### config.mk
export PLATFORM = sky130hd
export DESIGN_NAME = acpc_top
export DESIGN_NICKNAME = d
export VERILOG_FILES = /design/src/acpc_pkg.sv /design/src/acpc_sync.sv /design/src/acpc_top.sv
export VERILOG_INCLUDE_DIRS = /design/src /design/src/src
export SDC_FILE = /design/constraint.sdc
export NUM_CORES = 1
export LEC_CHECK = 0
export BUFFER_PORTS_ARGS = -buffer_cell sky130_fd_sc_hd__clkbuf_2
export CAP_MARGIN = 10
export CORE_ASPECT_RATIO = 1.4
export CORE_UTILIZATION = 43
export DETAILED_ROUTE_END_ITERATION = 10
export SYNTH_ARGS = -nofsm -noshare
export SYNTH_HDL_FRONTEND = slang
export SYNTH_SLANG_ARGS = --single-unit
export TNS_END_PERCENT = 10
### constraint.sdc
create_clock -name clk_i -period 2.1 [get_ports clk_i]
set_input_delay 0.21 -clock clk_i [delete_from_list [all_inputs] [get_ports clk_i]]
set_output_delay 0.21 -clock clk_i [all_outputs]
set_load 0.005 [all_outputs]
### src/acpc_consts.svh
// Functional notes
// - a falling edge on conversion_start_n alone launches a conversion.
// - while converting, further start edges and power-down are ignored until done.
// - start handling does not look at chip select or read enable.
// - power-down high enters minimum current only after any conversion ends.
// - the digital interface stays enabled while powered down.
// - a configuration bit can request power-down, and then the pin is ignored.
// - in low-power mode high-current circuits turn off after each conversion.
// - in low-power mode the digital interface keeps running during acquisition.
// - both reference power-down inputs low enable reference, buffer and sensor.
// - reference power-down high, buffer low keeps only the buffer enabled.
// - both reference power-down inputs high disable reference and buffer.
// - fastest-mode select low with low-power select high picks low-power mode.
// - a rising edge on the reset input aborts conversion and floats the bus.
`ifndef ACPC_CONSTS_SVH
`define ACPC_CONSTS_SVH

`define ACPC_CLK_HZ 10000000
// conversion time in ns, and a cycle count derived from it (rounded down)
`define ACPC_CONV_NS 1000
`define ACPC_CONV_CYC ((`ACPC_CONV_NS * (`ACPC_CLK_HZ / 1000000)) / 1000)
`define ACPC_CNT_W 8
`define ACPC_SYNC_STAGES 3
// synchroniser reset levels in pin order; only the start pin idles high
`define ACPC_SYNC_IDLE 7'h40

`endif

### src/acpc_pkg.sv
package acpc_pkg;
   typedef enum logic [1:0] {ACPC_IDLE, ACPC_CONV, ACPC_DOWN} acpc_state_t;
endpackage

### src/acpc_sync.sv
`timescale 1ns/1ps
`include "acpc_consts.svh"
// three-stage synchroniser; a change counts once stages two and three agree
module acpc_sync
(
   input wire logic clk_i, // clock
   input wire logic rst_i, // sync reset
   input wire logic rst_val_i, // level loaded during reset
   input wire logic d_i, // async input
   output logic q_o // filtered level
);
   logic [2:0] sh_reg;
   logic [2:0] sh_next;
   logic q_reg;
   logic q_next;

   always_comb
   begin
      sh_next = {sh_reg[1:0], d_i};
      q_next = q_reg;
      if (sh_reg[1] == sh_reg[2])
      begin
         q_next = sh_reg[2];
      end
   end

   always_ff @(posedge clk_i)
   begin
      if (rst_i)
      begin
         sh_reg <= {3{rst_val_i}};
         q_reg <= rst_val_i;
      end
      else
      begin
         sh_reg <= sh_next;
         q_reg <= q_next;
      end
   end

   assign q_o = q_reg;
endmodule

### src/acpc_top.sv
`timescale 1ns/1ps
`include "acpc_consts.svh"
module acpc_top
   import acpc_pkg::*;
#(
   parameter int CONV_CYCLES = `ACPC_CONV_CYC
)
(
   input wire logic clk_i, // 10 MHz clock
   input wire logic rst_i, // synchronous reset
   input wire logic conversion_start_n_i, // start pin, falling edge
   input wire logic power_down_pin_i, // power-down pin
   input wire logic cfg_power_down_i, // register power-down value
   input wire logic cfg_use_reg_i, // register path selected
   input wire logic fast_mode_sel_i, // fastest-mode select pin
   input wire logic low_power_sel_i, // low-power select pin
   input wire logic ref_powerdown_i, // reference power-down pin
   input wire logic refbuf_powerdown_i, // buffer power-down pin
   input wire logic reset_pin_i, // device reset pin
   input wire logic cs_n_i, // chip select (not used by start)
   input wire logic rd_n_i, // read enable (not used by start)
   output logic busy_o, // conversion in progress
   output logic conv_done_o, // one-cycle result complete
   output logic powered_down_o, // minimum-current state
   output logic hi_current_en_o, // high-current circuits on
   output logic low_power_mode_o, // low-power mode selected
   output logic digital_if_en_o, // digital interface running
   output logic bus_float_o, // data bus held high impedance
   output logic bandgap_en_o, // internal reference on
   output logic refbuf_en_o, // reference buffer on
   output logic temp_sensor_en_o // temperature sensor on
);
   // ***************************************
   // elaboration checks
   // ***************************************
   if (CONV_CYCLES < 1 || CONV_CYCLES >= (1 << `ACPC_CNT_W))
   begin : g_bad
      $error("CONV_CYCLES out of range");
   end

   // ***************************************
   // pin synchronisers
   // ***************************************
   logic start_n_s;
   logic pd_s;
   logic fast_s;
   logic lp_s;
   logic ref_powerdown_s;
   logic refbuf_powerdown_s;
   logic rstpin_s;
   logic [6:0] raw;
   logic [6:0] syn;
   localparam logic [6:0] SYNC_IDLE = `ACPC_SYNC_IDLE;

   assign raw = {conversion_start_n_i, power_down_pin_i, fast_mode_sel_i,
                 low_power_sel_i, ref_powerdown_i, refbuf_powerdown_i,
                 reset_pin_i};

   for (genvar i = 0; i < 7; i++)
   begin : g_sync
      acpc_sync u_sync
      (
         .clk_i(clk_i),
         .rst_i(rst_i),
         .rst_val_i(SYNC_IDLE[i]),
         .d_i(raw[i]),
         .q_o(syn[i])
      );
   end

   assign {start_n_s, pd_s, fast_s, lp_s, ref_powerdown_s, refbuf_powerdown_s, rstpin_s} = syn;

   // ***************************************
   // conversion control
   // ***************************************
   acpc_state_t state_reg;
   acpc_state_t state_next;
   logic [`ACPC_CNT_W-1:0] cnt_reg;
   logic [`ACPC_CNT_W-1:0] cnt_next;
   logic start_d_reg;
   logic start_d_next;
   logic rstpin_d_reg;
   logic rstpin_d_next;
   logic float_reg;
   logic float_next;
   logic done_reg;
   logic done_next;
   logic start_fall;
   logic rst_rise;
   logic pd_req;
   logic lp_mode;

   // start_d resets low, yet a pin held low through reset reads as an edge once its synchroniser settles
   assign start_fall = start_d_reg & ~start_n_s;
   assign rst_rise = rstpin_s & ~rstpin_d_reg;
   assign pd_req = cfg_use_reg_i ? cfg_power_down_i : pd_s;
   assign lp_mode = ~fast_s & lp_s;

   always_comb
   begin
      state_next = state_reg;
      cnt_next = cnt_reg;
      start_d_next = start_n_s;
      rstpin_d_next = rstpin_s;
      float_next = float_reg;
      done_next = 1'b0;
      if (rst_rise)
      begin
         // abort wins over everything else
         state_next = ACPC_IDLE;
         cnt_next = '0;
         float_next = 1'b1;
      end
      else
      begin
         if (!rstpin_s)
         begin
            float_next = 1'b0;
         end
         case (state_reg)
            ACPC_IDLE:
            begin
               if (start_fall && !rstpin_s)
               begin
                  state_next = ACPC_CONV;
                  cnt_next = CONV_CYCLES[`ACPC_CNT_W-1:0] - 8'h01;
               end
               else if (pd_req)
               begin
                  state_next = ACPC_DOWN;
               end
            end
            ACPC_CONV:
            begin
               // start edges are not looked at here; power-down only when the count reaches zero
               if (cnt_reg == '0)
               begin
                  done_next = 1'b1;
                  state_next = pd_req ? ACPC_DOWN : ACPC_IDLE;
               end
               else
               begin
                  cnt_next = cnt_reg - 8'h01;
               end
            end
            ACPC_DOWN:
            begin
               if (start_fall && !rstpin_s)
               begin
                  state_next = ACPC_CONV;
                  cnt_next = CONV_CYCLES[`ACPC_CNT_W-1:0] - 8'h01;
               end
               else if (!pd_req)
               begin
                  state_next = ACPC_IDLE;
               end
            end
            default:
            begin
               state_next = ACPC_IDLE;
            end
         endcase
      end
   end

   always_ff @(posedge clk_i)
   begin
      if (rst_i)
      begin
         state_reg <= ACPC_IDLE;
         cnt_reg <= '0;
         start_d_reg <= 1'b0;
         rstpin_d_reg <= 1'b0;
         float_reg <= 1'b1;
         done_reg <= 1'b0;
      end
      else
      begin
         state_reg <= state_next;
         cnt_reg <= cnt_next;
         start_d_reg <= start_d_next;
         rstpin_d_reg <= rstpin_d_next;
         float_reg <= float_next;
         done_reg <= done_next;
      end
   end

   // ***************************************
   // status and power outputs
   // ***************************************
   logic conv;
   assign conv = (state_reg == ACPC_CONV);

   assign busy_o = conv;
   assign conv_done_o = done_reg;
   assign powered_down_o = (state_reg == ACPC_DOWN);
   // low-power mode only drops analog power outside conversion
   assign hi_current_en_o = conv | (~lp_mode & ~powered_down_o);
   assign low_power_mode_o = lp_mode;
   // digital side never gated, even in power-down or acquisition
   assign digital_if_en_o = 1'b1;
   assign bus_float_o = float_reg | rstpin_s;

   // ***************************************
   // reference decode
   // ***************************************
   // registered so the enables leave the block glitch-free
   logic bandgap_reg;
   logic bandgap_next;
   logic refbuf_reg;
   logic refbuf_next;
   logic temp_reg;
   logic temp_next;

   always_comb
   begin
      bandgap_next = ~ref_powerdown_s & ~refbuf_powerdown_s;
      refbuf_next = ~refbuf_powerdown_s;
      temp_next = ~ref_powerdown_s & ~refbuf_powerdown_s;
   end

   always_ff @(posedge clk_i)
   begin
      if (rst_i)
      begin
         bandgap_reg <= 1'b0;
         refbuf_reg <= 1'b0;
         temp_reg <= 1'b0;
      end
      else
      begin
         bandgap_reg <= bandgap_next;
         refbuf_reg <= refbuf_next;
         temp_reg <= temp_next;
      end
   end

   assign bandgap_en_o = bandgap_reg;
   assign refbuf_en_o = refbuf_reg;
   assign temp_sensor_en_o = temp_reg;
endmodule

**Word-level counts from Yosys, hierarchy flattened**

Index checks and enable logic that the tools add are counted.

- Input port bits: 13
- Word-level logic and storage cells: 74
- Flip-flop bits (word level): 44
- Output and inout port bits: 10

- Equal/unequal tests: 14
- Multiplexer cells: 12
- Add/sub/neg operators: 1
- Bitwise gates (word level): 15
- Reduce and logical (&&, ||, !) cells: 10

Operators by type and width:

| cell | number |
|---|---|
| $mux 8 | 2 |
| $pmux 8 s2 | 1 |
| $mux 2 | 6 |
| $logic_not 8->1 | 1 |
| $not 1->1 | 8 |
| $sub 8x1->8 const B | 1 |
| $eq 1x1->1 | 7 |
| $pmux 2 s3 | 1 |
| $reduce_and 3->1 | 2 |
| $and 1x1->1 | 5 |
| $ne 2x1->1 const B | 2 |
| $reduce_or 2->1 | 2 |
| $ne 3x2->1 const B | 1 |
| $ne 3x3->1 const B | 1 |
| $reduce_or 3->1 | 1 |
| $eq 2x1->1 const B | 1 |
| $eq 2x2->1 const B | 1 |
| $logic_not 2->1 | 1 |
| $mux 1 | 2 |
| $ne 2x2->1 const B | 1 |
| $or 1x1->1 | 2 |
| $reduce_bool 2->1 | 1 |
| $logic_and 1x1->1 | 1 |
| $logic_not 1->1 | 1 |

**Longest topological paths before layout**

Gate-level depths: netlist of run 1.

- Word-level depth: 5
- Depth in mapped cells: 6
- Mapped depth without buffers: 6

**Cells and area by module**

From an unflattened synthesis of run 1, not the netlist that was laid out.

- Cells, all modules: 188
- Area, all modules: 1,794.2 µm²

By module, submodules not included:

| module | instances | area an instance (µm²) | cells each |
|---|---|---|---|
| acpc_sync | 7 | 146.4 | 15 |
| acpc_top | 1 | 769.5 | 83 |

**Worst setup path after synthesis of run 1**

OpenSTA, ideal clock, no wires.

- Path type: reg2reg
- Start: reg cnt_reg[0]
- End: reg cnt_reg[7]
- Clock period less this slack: 1.614 ns
- Arrival time: 1.544 ns
- Cell stages (with the launch flop): 7
- Required time: 2.030 ns
- Buffers on the path: 0
- Library setup time: 0.070 ns
- Slack: 0.486 ns
- Cell sequence: dfxtp_1 inv_1 ha_1 or3b_2 o21ai_2 or4b_1 a21oi_1

- Longest elaborated chain between the ends: 3
- Elaborated cells on any way between the ends: 6
- Classes of those cells: add/sub: 1; eq/ne: 1; mux: 2; reduce/logical: 2

RTL lines:

| item | line | RTL |
|---|---|---|
| from (decl) | acpc_top.sv:78 | `` logic [`ACPC_CNT_W-1:0] cnt_reg; `` |
| from (signal assigned) | acpc_top.sv:180 | `cnt_reg <= cnt_next;` |
| $sub 8x1->8 or $logic_not 8->1 (tied branches) | acpc_top.sv:143, acpc_top.sv:136 |  |
| $mux 8 or $ne 2x2->1 (tied branches) | -- |  |
| $pmux 8 s2 or $reduce_and 3->1 (tied branches) | -- |  |

Parallel ways exist; a longest one is shown, timed or not. The select of a mux whose other input is x is not followed.
A chain may end at the register's enable or synchronous reset.

**Final worst setup path of run 1**

Same ends and word-level chain as after synthesis.

==> metrics.md, run 1 <==
| Metric | Value |
|---|---|
| Vias in the first global route | `993` |
| Syn avg cell area | `between 10 and 15 um2` |
| Min-Delay Path Depth | `2` |
| Leak | `around 0.0007 uW` |
| CP max FO | `6` |
| Ys flop type | `dfxtp_1` |
| Clock Latency Late Sink | `between 0.2 and 0.3 ns` |
| Setup ws final | `0.350 ns` |
| Final setup viols | `0` |
| Initial Util | `0.453` |
| Port-buffer cells | `19` |
| Cts repair resizes | `0` |
| Yosys cell types | `34` |
| Syn. warnings | `0` |
| All-Layer GR Usage | `0.144` |
| # rows | `25` |
| Root buf cell | `clkbuf_8` |
| R2r worst-path depth | `6` |
| Status | `finished, final reports clean` |
| Critical Path Sink Type | `flop` |
| HPWL after DPL | `around 1700 um` |
| Register area share after synthesis | `0.575` |
| First-pass GRT wire length | `3980 um` |
| Period minus WS final | `between 1.5 and 2 ns` |
| RSZ-0062 raised after global routing | `no` |
| Ant. Diodes | `0` |
| Pins Over Slew Limit | `0` |
| Clock slew at reported path FFs | `0.08 ns` |
| Routed wire length per instance | `10.8 um` |
| Hold buffers post-CTS | `0` |
| Power per cell area | `886 nW/um2` |
| Postcts setup bufs | `0` |
| DIE WIDTH | `about 52 um` |
| Largest net degree at the start of global routing | `33` |
| DP Worst Slack | `around 0.35 ns` |
| Die height | `a little over 70 um` |
| Slew @ Worst Pin | `0.569 ns` |
| Layout Area Growth over Synthesis | `16.2%` |
| Rel. slew slack | `0.616` |
| CTS Buf Count | `5` |
| Net Count, Synth | `approximately 170` |
| Total Neg Setup Slack | `0 ns` |
| Worst Path Required | `approximately 2.3 ns` |
| Max-Cap Viols | `0` |
| FMAX | `between 500 and 600 MHz` |
| DRT iter0 DRCs | `14` |
| Clock Path Buffers | `2` |
| Share of cells above drive strength 1 | `0.216` |
| FF+latch count, synth | `44` |
| Grt ovf | `0` |
| Remaining antenna violation count | `0` |
| Final nets | `190` |
| Final period util | `0.834` |
| HP Class | `in -> reg` |
| Final hold vios | `0` |
| Initial antenna violation count | `0` |
| Ys async rst share | `0` |
| Via count | `~1100` |
| Post-synthesis instance area | `1530 um2` |
| Num ports | `23` |
| H-tree depth | `2` |
| Final WL | `between 2000 and 2500 um` |
| Core region area | `around 3400 um2` |
| CP Launch Type | `flop` |
| WS Path Type | `reg -> reg` |
| Drt first pass iters | `3` |
| Arr. time, crit path | `roughly 2.0 ns` |
| Final GP Congestion | `0.779` |
| Remaining DRCs | `0` |
| CTS tree | `done` |
| Clock sinks | `44` |
| Post-synth EDFFs | `0` |
| Drt via density | `4.99` |
| Die area | `3810 um2` |
| Worst VDD drop | `just over 0.0006 V` |
| Max FFs per register | `21` |
| Post-Syn Instances | `between 150 and 200` |
| Clk_skew | `0.00616 ns` |
-- cell families (layout without fill, tap and decap cells) --
family	after synthesis	in the layout	synth area share
XOR/XNOR	2	2	0.0114
flip-flops	44	44	0.575
AND/OR/NAND/NOR	64	64	0.241
multiplexers	1	1	0.00654
adder cells (fa/ha/maj)	2	2	0.0163
other	1	1	0.00245
buffers and inverters	8	31	0.0245
AO/OA/AOI/OAI	31	31	0.123
-- area by class of cell --
class,instances,area (um2)
clock inverter,2,38.8
timing repair buffer,20,103
sequential,44,881
multi-input combinational,101,613
fill,324,1600
clock buffer,6,82.6
tap,40,50.0
inverter,3,11.3
-- cell usage after synthesis (all sizes together) (3+ instances only) --
library cell,n,area share
or2,5,0.020
clkbuf,3,0.0074
nand2,9,0.022
nor3,6,0.020
o21ai,10,0.035
nor2b,23,0.094
inv,3,0.0074
nor2,8,0.020
a21oi,12,0.039
dfxtp,44,0.58
-- final timing paths --
path / from / slack (ns) / to
setup reg to reg: cnt_reg[0]$_SDFFE_PP0P_ / 0.35 / cnt_reg[7]$_SDFFE_PP0P_
hold / removal: conversion_start_n_i / 0.10 / g_sync[6].u_sync.sh_reg[0]$_SDFF_PP1_
setup / recovery: cnt_reg[0]$_SDFFE_PP0P_ / 0.35 / cnt_reg[7]$_SDFFE_PP0P_
hold reg to reg: g_sync[6].u_sync.sh_reg[0]$_SDFF_PP1_ / 0.41 / g_sync[6].u_sync.sh_reg[1]$_SDFF_PP1_
-- critical path, stage by stage, from the launching register on --
cell and delay (ns):
dfxtp_1 0.38, inv_1 0.09, ha_1 0.23, or3b_2 0.24, o21ai_2 0.09, or4b_1 0.51
a21oi_1 0.15
-- power breakdown --
group          internal (uW)  switching [uW]
sequential               855            7.80
combinational           26.3            23.6
clock                    389             275
total                   1270             306
-- metrics by stage --
step | hold WS (ns) | util | total power (uW) | cell area, um2 | cells
finish | 0.105 | 0.527 | 1580 | 1780 | 216
global route | 0.0863 | 0.527 | 1650 | 1780 | 216
CTS | 0.0947 | 0.527 | 1600 | 1780 | 216
detailed placement | 0.399 | 0.491 | 934 | 1660 | 208
global placement | 0.395 | 0.491 | 932 | 1660 | 208
floorplan | 0.282 | - | 914 | 1530 | 153
-- per-layer routing --
metal | track usage | vias up | part of all wire
li1 | - | 563 | -
met1 | 0.151 | 490 | 0.45
met2 | 0.241 | 20 | 0.48
met3 | 0.0500 | 4 | 0.046
met4 | 0.0877 | 0 | 0.023
met5 | 0 | - | 0
-- placed cells by master (no fill, tap or decap), types with 3 or more instances in the layout --
cell,count
clkbuf_2,19
a21oi_1,12
nor2_1,8
nor3_1,6
dfxtp_1,44
nand2_1,9
or2_2,5
o21ai_0,9
inv_1,3
clkbuf_8,6
nor2b_1,23
No activity file was read; power rests on OpenSTA's default activity.
==> inputs of run 2 (changes only) <==
==> constraint.sdc (replaced) <==
create_clock -name clk_i -period 1.7 [get_ports clk_i]
set_input_delay 0.17 -clock clk_i [delete_from_list [all_inputs] [get_ports clk_i]]
set_output_delay 0.17 -clock clk_i [all_outputs]
set_load 0.005 [all_outputs]
==> run 2 against run 1 <==
Flip-flop and latch count unchanged. Total power increased by 24%. Register-to-register slack got worse by 0.28 ns. Non-clock buffer count increased by 3. Sequential power increased by 24%. Clock skew decreased by 0.0013 ns. Critical path depth unchanged. Cell count increased by 1.4%. Die area unchanged. Count of clock-buffer cells in the layout unchanged. Largest power group unchanged. Highest routed layer unchanged.
==> metrics.md, run 2 (same netlist as run 1, synthesis figures left out) <==
| Metric | Value |
|---|---|
| Final hold vios | `0 (unchanged)` |
| Leak | `0.000728 uW (was 0.000714 uW)` |
| Worst VDD drop | `0.000688 V (was 0.000609 V)` |
| Status | `finished, final reports clean (unchanged)` |
| Final GP Congestion | `0.771 (was 0.779)` |
| RSZ-0062 raised after global routing | `yes (was no)` |
| First-pass GRT wire length | `4260 um (was 3980 um)` |
| # rows | `25 (unchanged)` |
| Critical Path Sink Type | `flop (unchanged)` |
| Grt ovf | `0 (unchanged)` |
| Period minus WS final | `1.63 ns (was 1.75 ns)` |
| Final setup viols | `0 (unchanged)` |
| Power per cell area | `1070 nW/um2 (was 886 nW/um2)` |
| Num ports | `23 (unchanged)` |
| Reg2Reg Launch Point | `cnt_reg[0]$_SDFFE_PP0P_ (unchanged)` |
| Final nets | `193 (was 190)` |
| Pins Over Slew Limit | `0 (unchanged)` |
| Clk_skew | `0.00487 ns (was 0.00616 ns)` |
| CTS Buf Count | `5 (unchanged)` |
| Clock Latency Late Sink | `0.29 ns (about the same)` |
| Initial antenna violation count | `0 (unchanged)` |
| Core region area | `3380 um2 (unchanged)` |
| H-tree depth | `2 (unchanged)` |
| DIE WIDTH | `52.4 um (unchanged)` |
| Root buf cell | `clkbuf_8 (unchanged)` |
| DRT iter0 DRCs | `26 (was 14)` |
| CP Launch Type | `flop (unchanged)` |
| HPWL after DPL | `1830 um (was 1710 um)` |
| Drt via density | `5.00 (was 4.99)` |
| Die height | `72.6 um (unchanged)` |
| Slew @ Worst Pin | `0.576 ns (was 0.569 ns)` |
| FMAX | `614 MHz (was 571 MHz)` |
| Total Neg Setup Slack | `0 ns (unchanged)` |
| Arr. time, crit path | `1.86 ns (was 1.97 ns)` |
| Share of cells above drive strength 1 | `0.251 (was 0.216)` |
| Post-Route Utilization | `0.540 (was 0.527)` |
| HP Class | `in -> reg (unchanged)` |
| Largest net degree at the start of global routing | `33 (unchanged)` |
| Worst Path Required | `1.93 ns (was 2.32 ns)` |
| Layout Area Growth over Synthesis | `19.0% (was 16.2%)` |
| Reg2reg end | `cnt_reg[7]$_SDFFE_PP0P_ (unchanged)` |
| Initial Util | `0.453 (unchanged)` |
| Clock slew at reported path FFs | `0.08 ns (about the same)` |
| CP max FO | `6 (unchanged)` |
| Reg2Reg Setup Slack | `0.07 ns (was 0.35 ns)` |
| Power Total | `1950 uW (was 1580 uW)` |
| Clock sinks | `44 (unchanged)` |
| Vias in the first global route | `1064 (was 993)` |
| Drt first pass iters | `4 (was 3)` |
| Hold Path Origin | `conversion_start_n_i (unchanged)` |
| Postcts setup bufs | `0 (unchanged)` |
| Port-buffer cells | `19 (unchanged)` |
| Remaining antenna violation count | `0 (unchanged)` |
| Remaining DRCs | `0 (unchanged)` |
| All-Layer GR Usage | `0.152 (was 0.144)` |
| Routed wire length per instance | `11.6 um (was 10.8 um)` |
| Commonest cells after routing, fill and taps aside | `dfxtp_1, nor2b_1, clkbuf_2 (unchanged)` |
| WS Path Type | `reg -> reg (unchanged)` |
| Worst hold path endpoint | `g_sync[6].u_sync.sh_reg[0]$_SDFF_PP1_ (unchanged)` |
| Min-Delay Path Depth | `2 (unchanged)` |
| Ant. Diodes | `0 (unchanged)` |
| Rel. slew slack | `0.610 (was 0.616)` |
| Final period util | `0.958 (was 0.834)` |
| Commonest non-fill, non-tap cell in the layout | `dfxtp_1 (unchanged)` |
| R2r worst-path depth | `6 (unchanged)` |
| Die area | `3810 um2 (unchanged)` |
| Max-Cap Viols | `0 (unchanged)` |
| CTS tree | `done (unchanged)` |
| Via count | `1095 (was 1077)` |
| Max FFs per register | `21 (unchanged)` |
| Clock Path Buffers | `2 (unchanged)` |
| Final WL | `2530 um (was 2330 um)` |
[run 2: how the worst max path moves through the flow]
stage,to,cells after the start,slack [ns],startpoint
after detailed placement,cnt_reg[5]$_SDFFE_PP0P_,6,0.01,cnt_reg[0]$_SDFFE_PP0P_
after floorplan,cnt_reg[7]$_SDFFE_PP0P_,6,0.09,cnt_reg[0]$_SDFFE_PP0P_
after CTS,cnt_reg[7]$_SDFFE_PP0P_,6,0.02,cnt_reg[0]$_SDFFE_PP0P_
after global placement,cnt_reg[1]$_SDFFE_PP0P_,6,0.07,cnt_reg[0]$_SDFFE_PP0P_
after global routing,cnt_reg[5]$_SDFFE_PP0P_,6,-0.003,cnt_reg[0]$_SDFFE_PP0P_
final,cnt_reg[7]$_SDFFE_PP0P_,6,0.07,cnt_reg[0]$_SDFFE_PP0P_
[run 2: through the flow]
| stage | hold WS, ns | cell area (um2) | setup WS, ns | std cells |
|---|---|---|---|---|
| after floorplan | 0.242 | 1530 | 0.0858 | 153 |
| after global placement | 0.356 | 1680 | 0.0672 | 211 |
| after detailed placement | 0.359 | 1680 | 0.0136 | 211 |
| after CTS | 0.0513 | 1810 | 0.0249 | 219 |
| after global routing | 0.0506 | 1820 | -0.00263 | 219 |
| final | 0.0609 | 1820 | 0.0722 | 219 |
[run 2: per-layer routing]
layer  track usage  vias to the layer above  wire, um
li1              -                      569         -
met1         0.167                      496      1130
met2         0.255                       25      1240
met3        0.0375                        5       103
met4        0.0965                        0        54
met5             0                        -         0
[run 2: where the power goes]
| group | total, uW | leakage [uW] | internal (uW) | switching (uW) |
|---|---|---|---|---|
| Clock | 822 | 0.0000614 | 480 | 342 |
| Sequential | 1070 | 0.000360 | 1060 | 9.86 |
| Combinational | 62.7 | 0.000306 | 32.7 | 30.0 |
[run 2: area by class of cell]
type	count	area [um2]
inverter	3	11.3
clock buffer	6	82.6
tap	40	50.0
multi-input combinational	101	633
clock inverter	2	38.8
fill	333	1560
sequential	44	882
timing repair buffer	23	125
[run 2: timing repair]
action                                  4_1_cts  5_1_grt
resized for setup                             1        5
endpoints found under the setup margin        1        7
pin swaps                                     0        2
hold buffers                                  0        0
cloned                                        0        0
[run 2: worst max-delay path, stage by stage, from the launching register on]
cell and delay, ns:
dfxtp_2 0.33, inv_1 0.06, ha_2 0.19, or3b_4 0.26
o21ai_4 0.09, or4b_4 0.52, a21oi_2 0.11
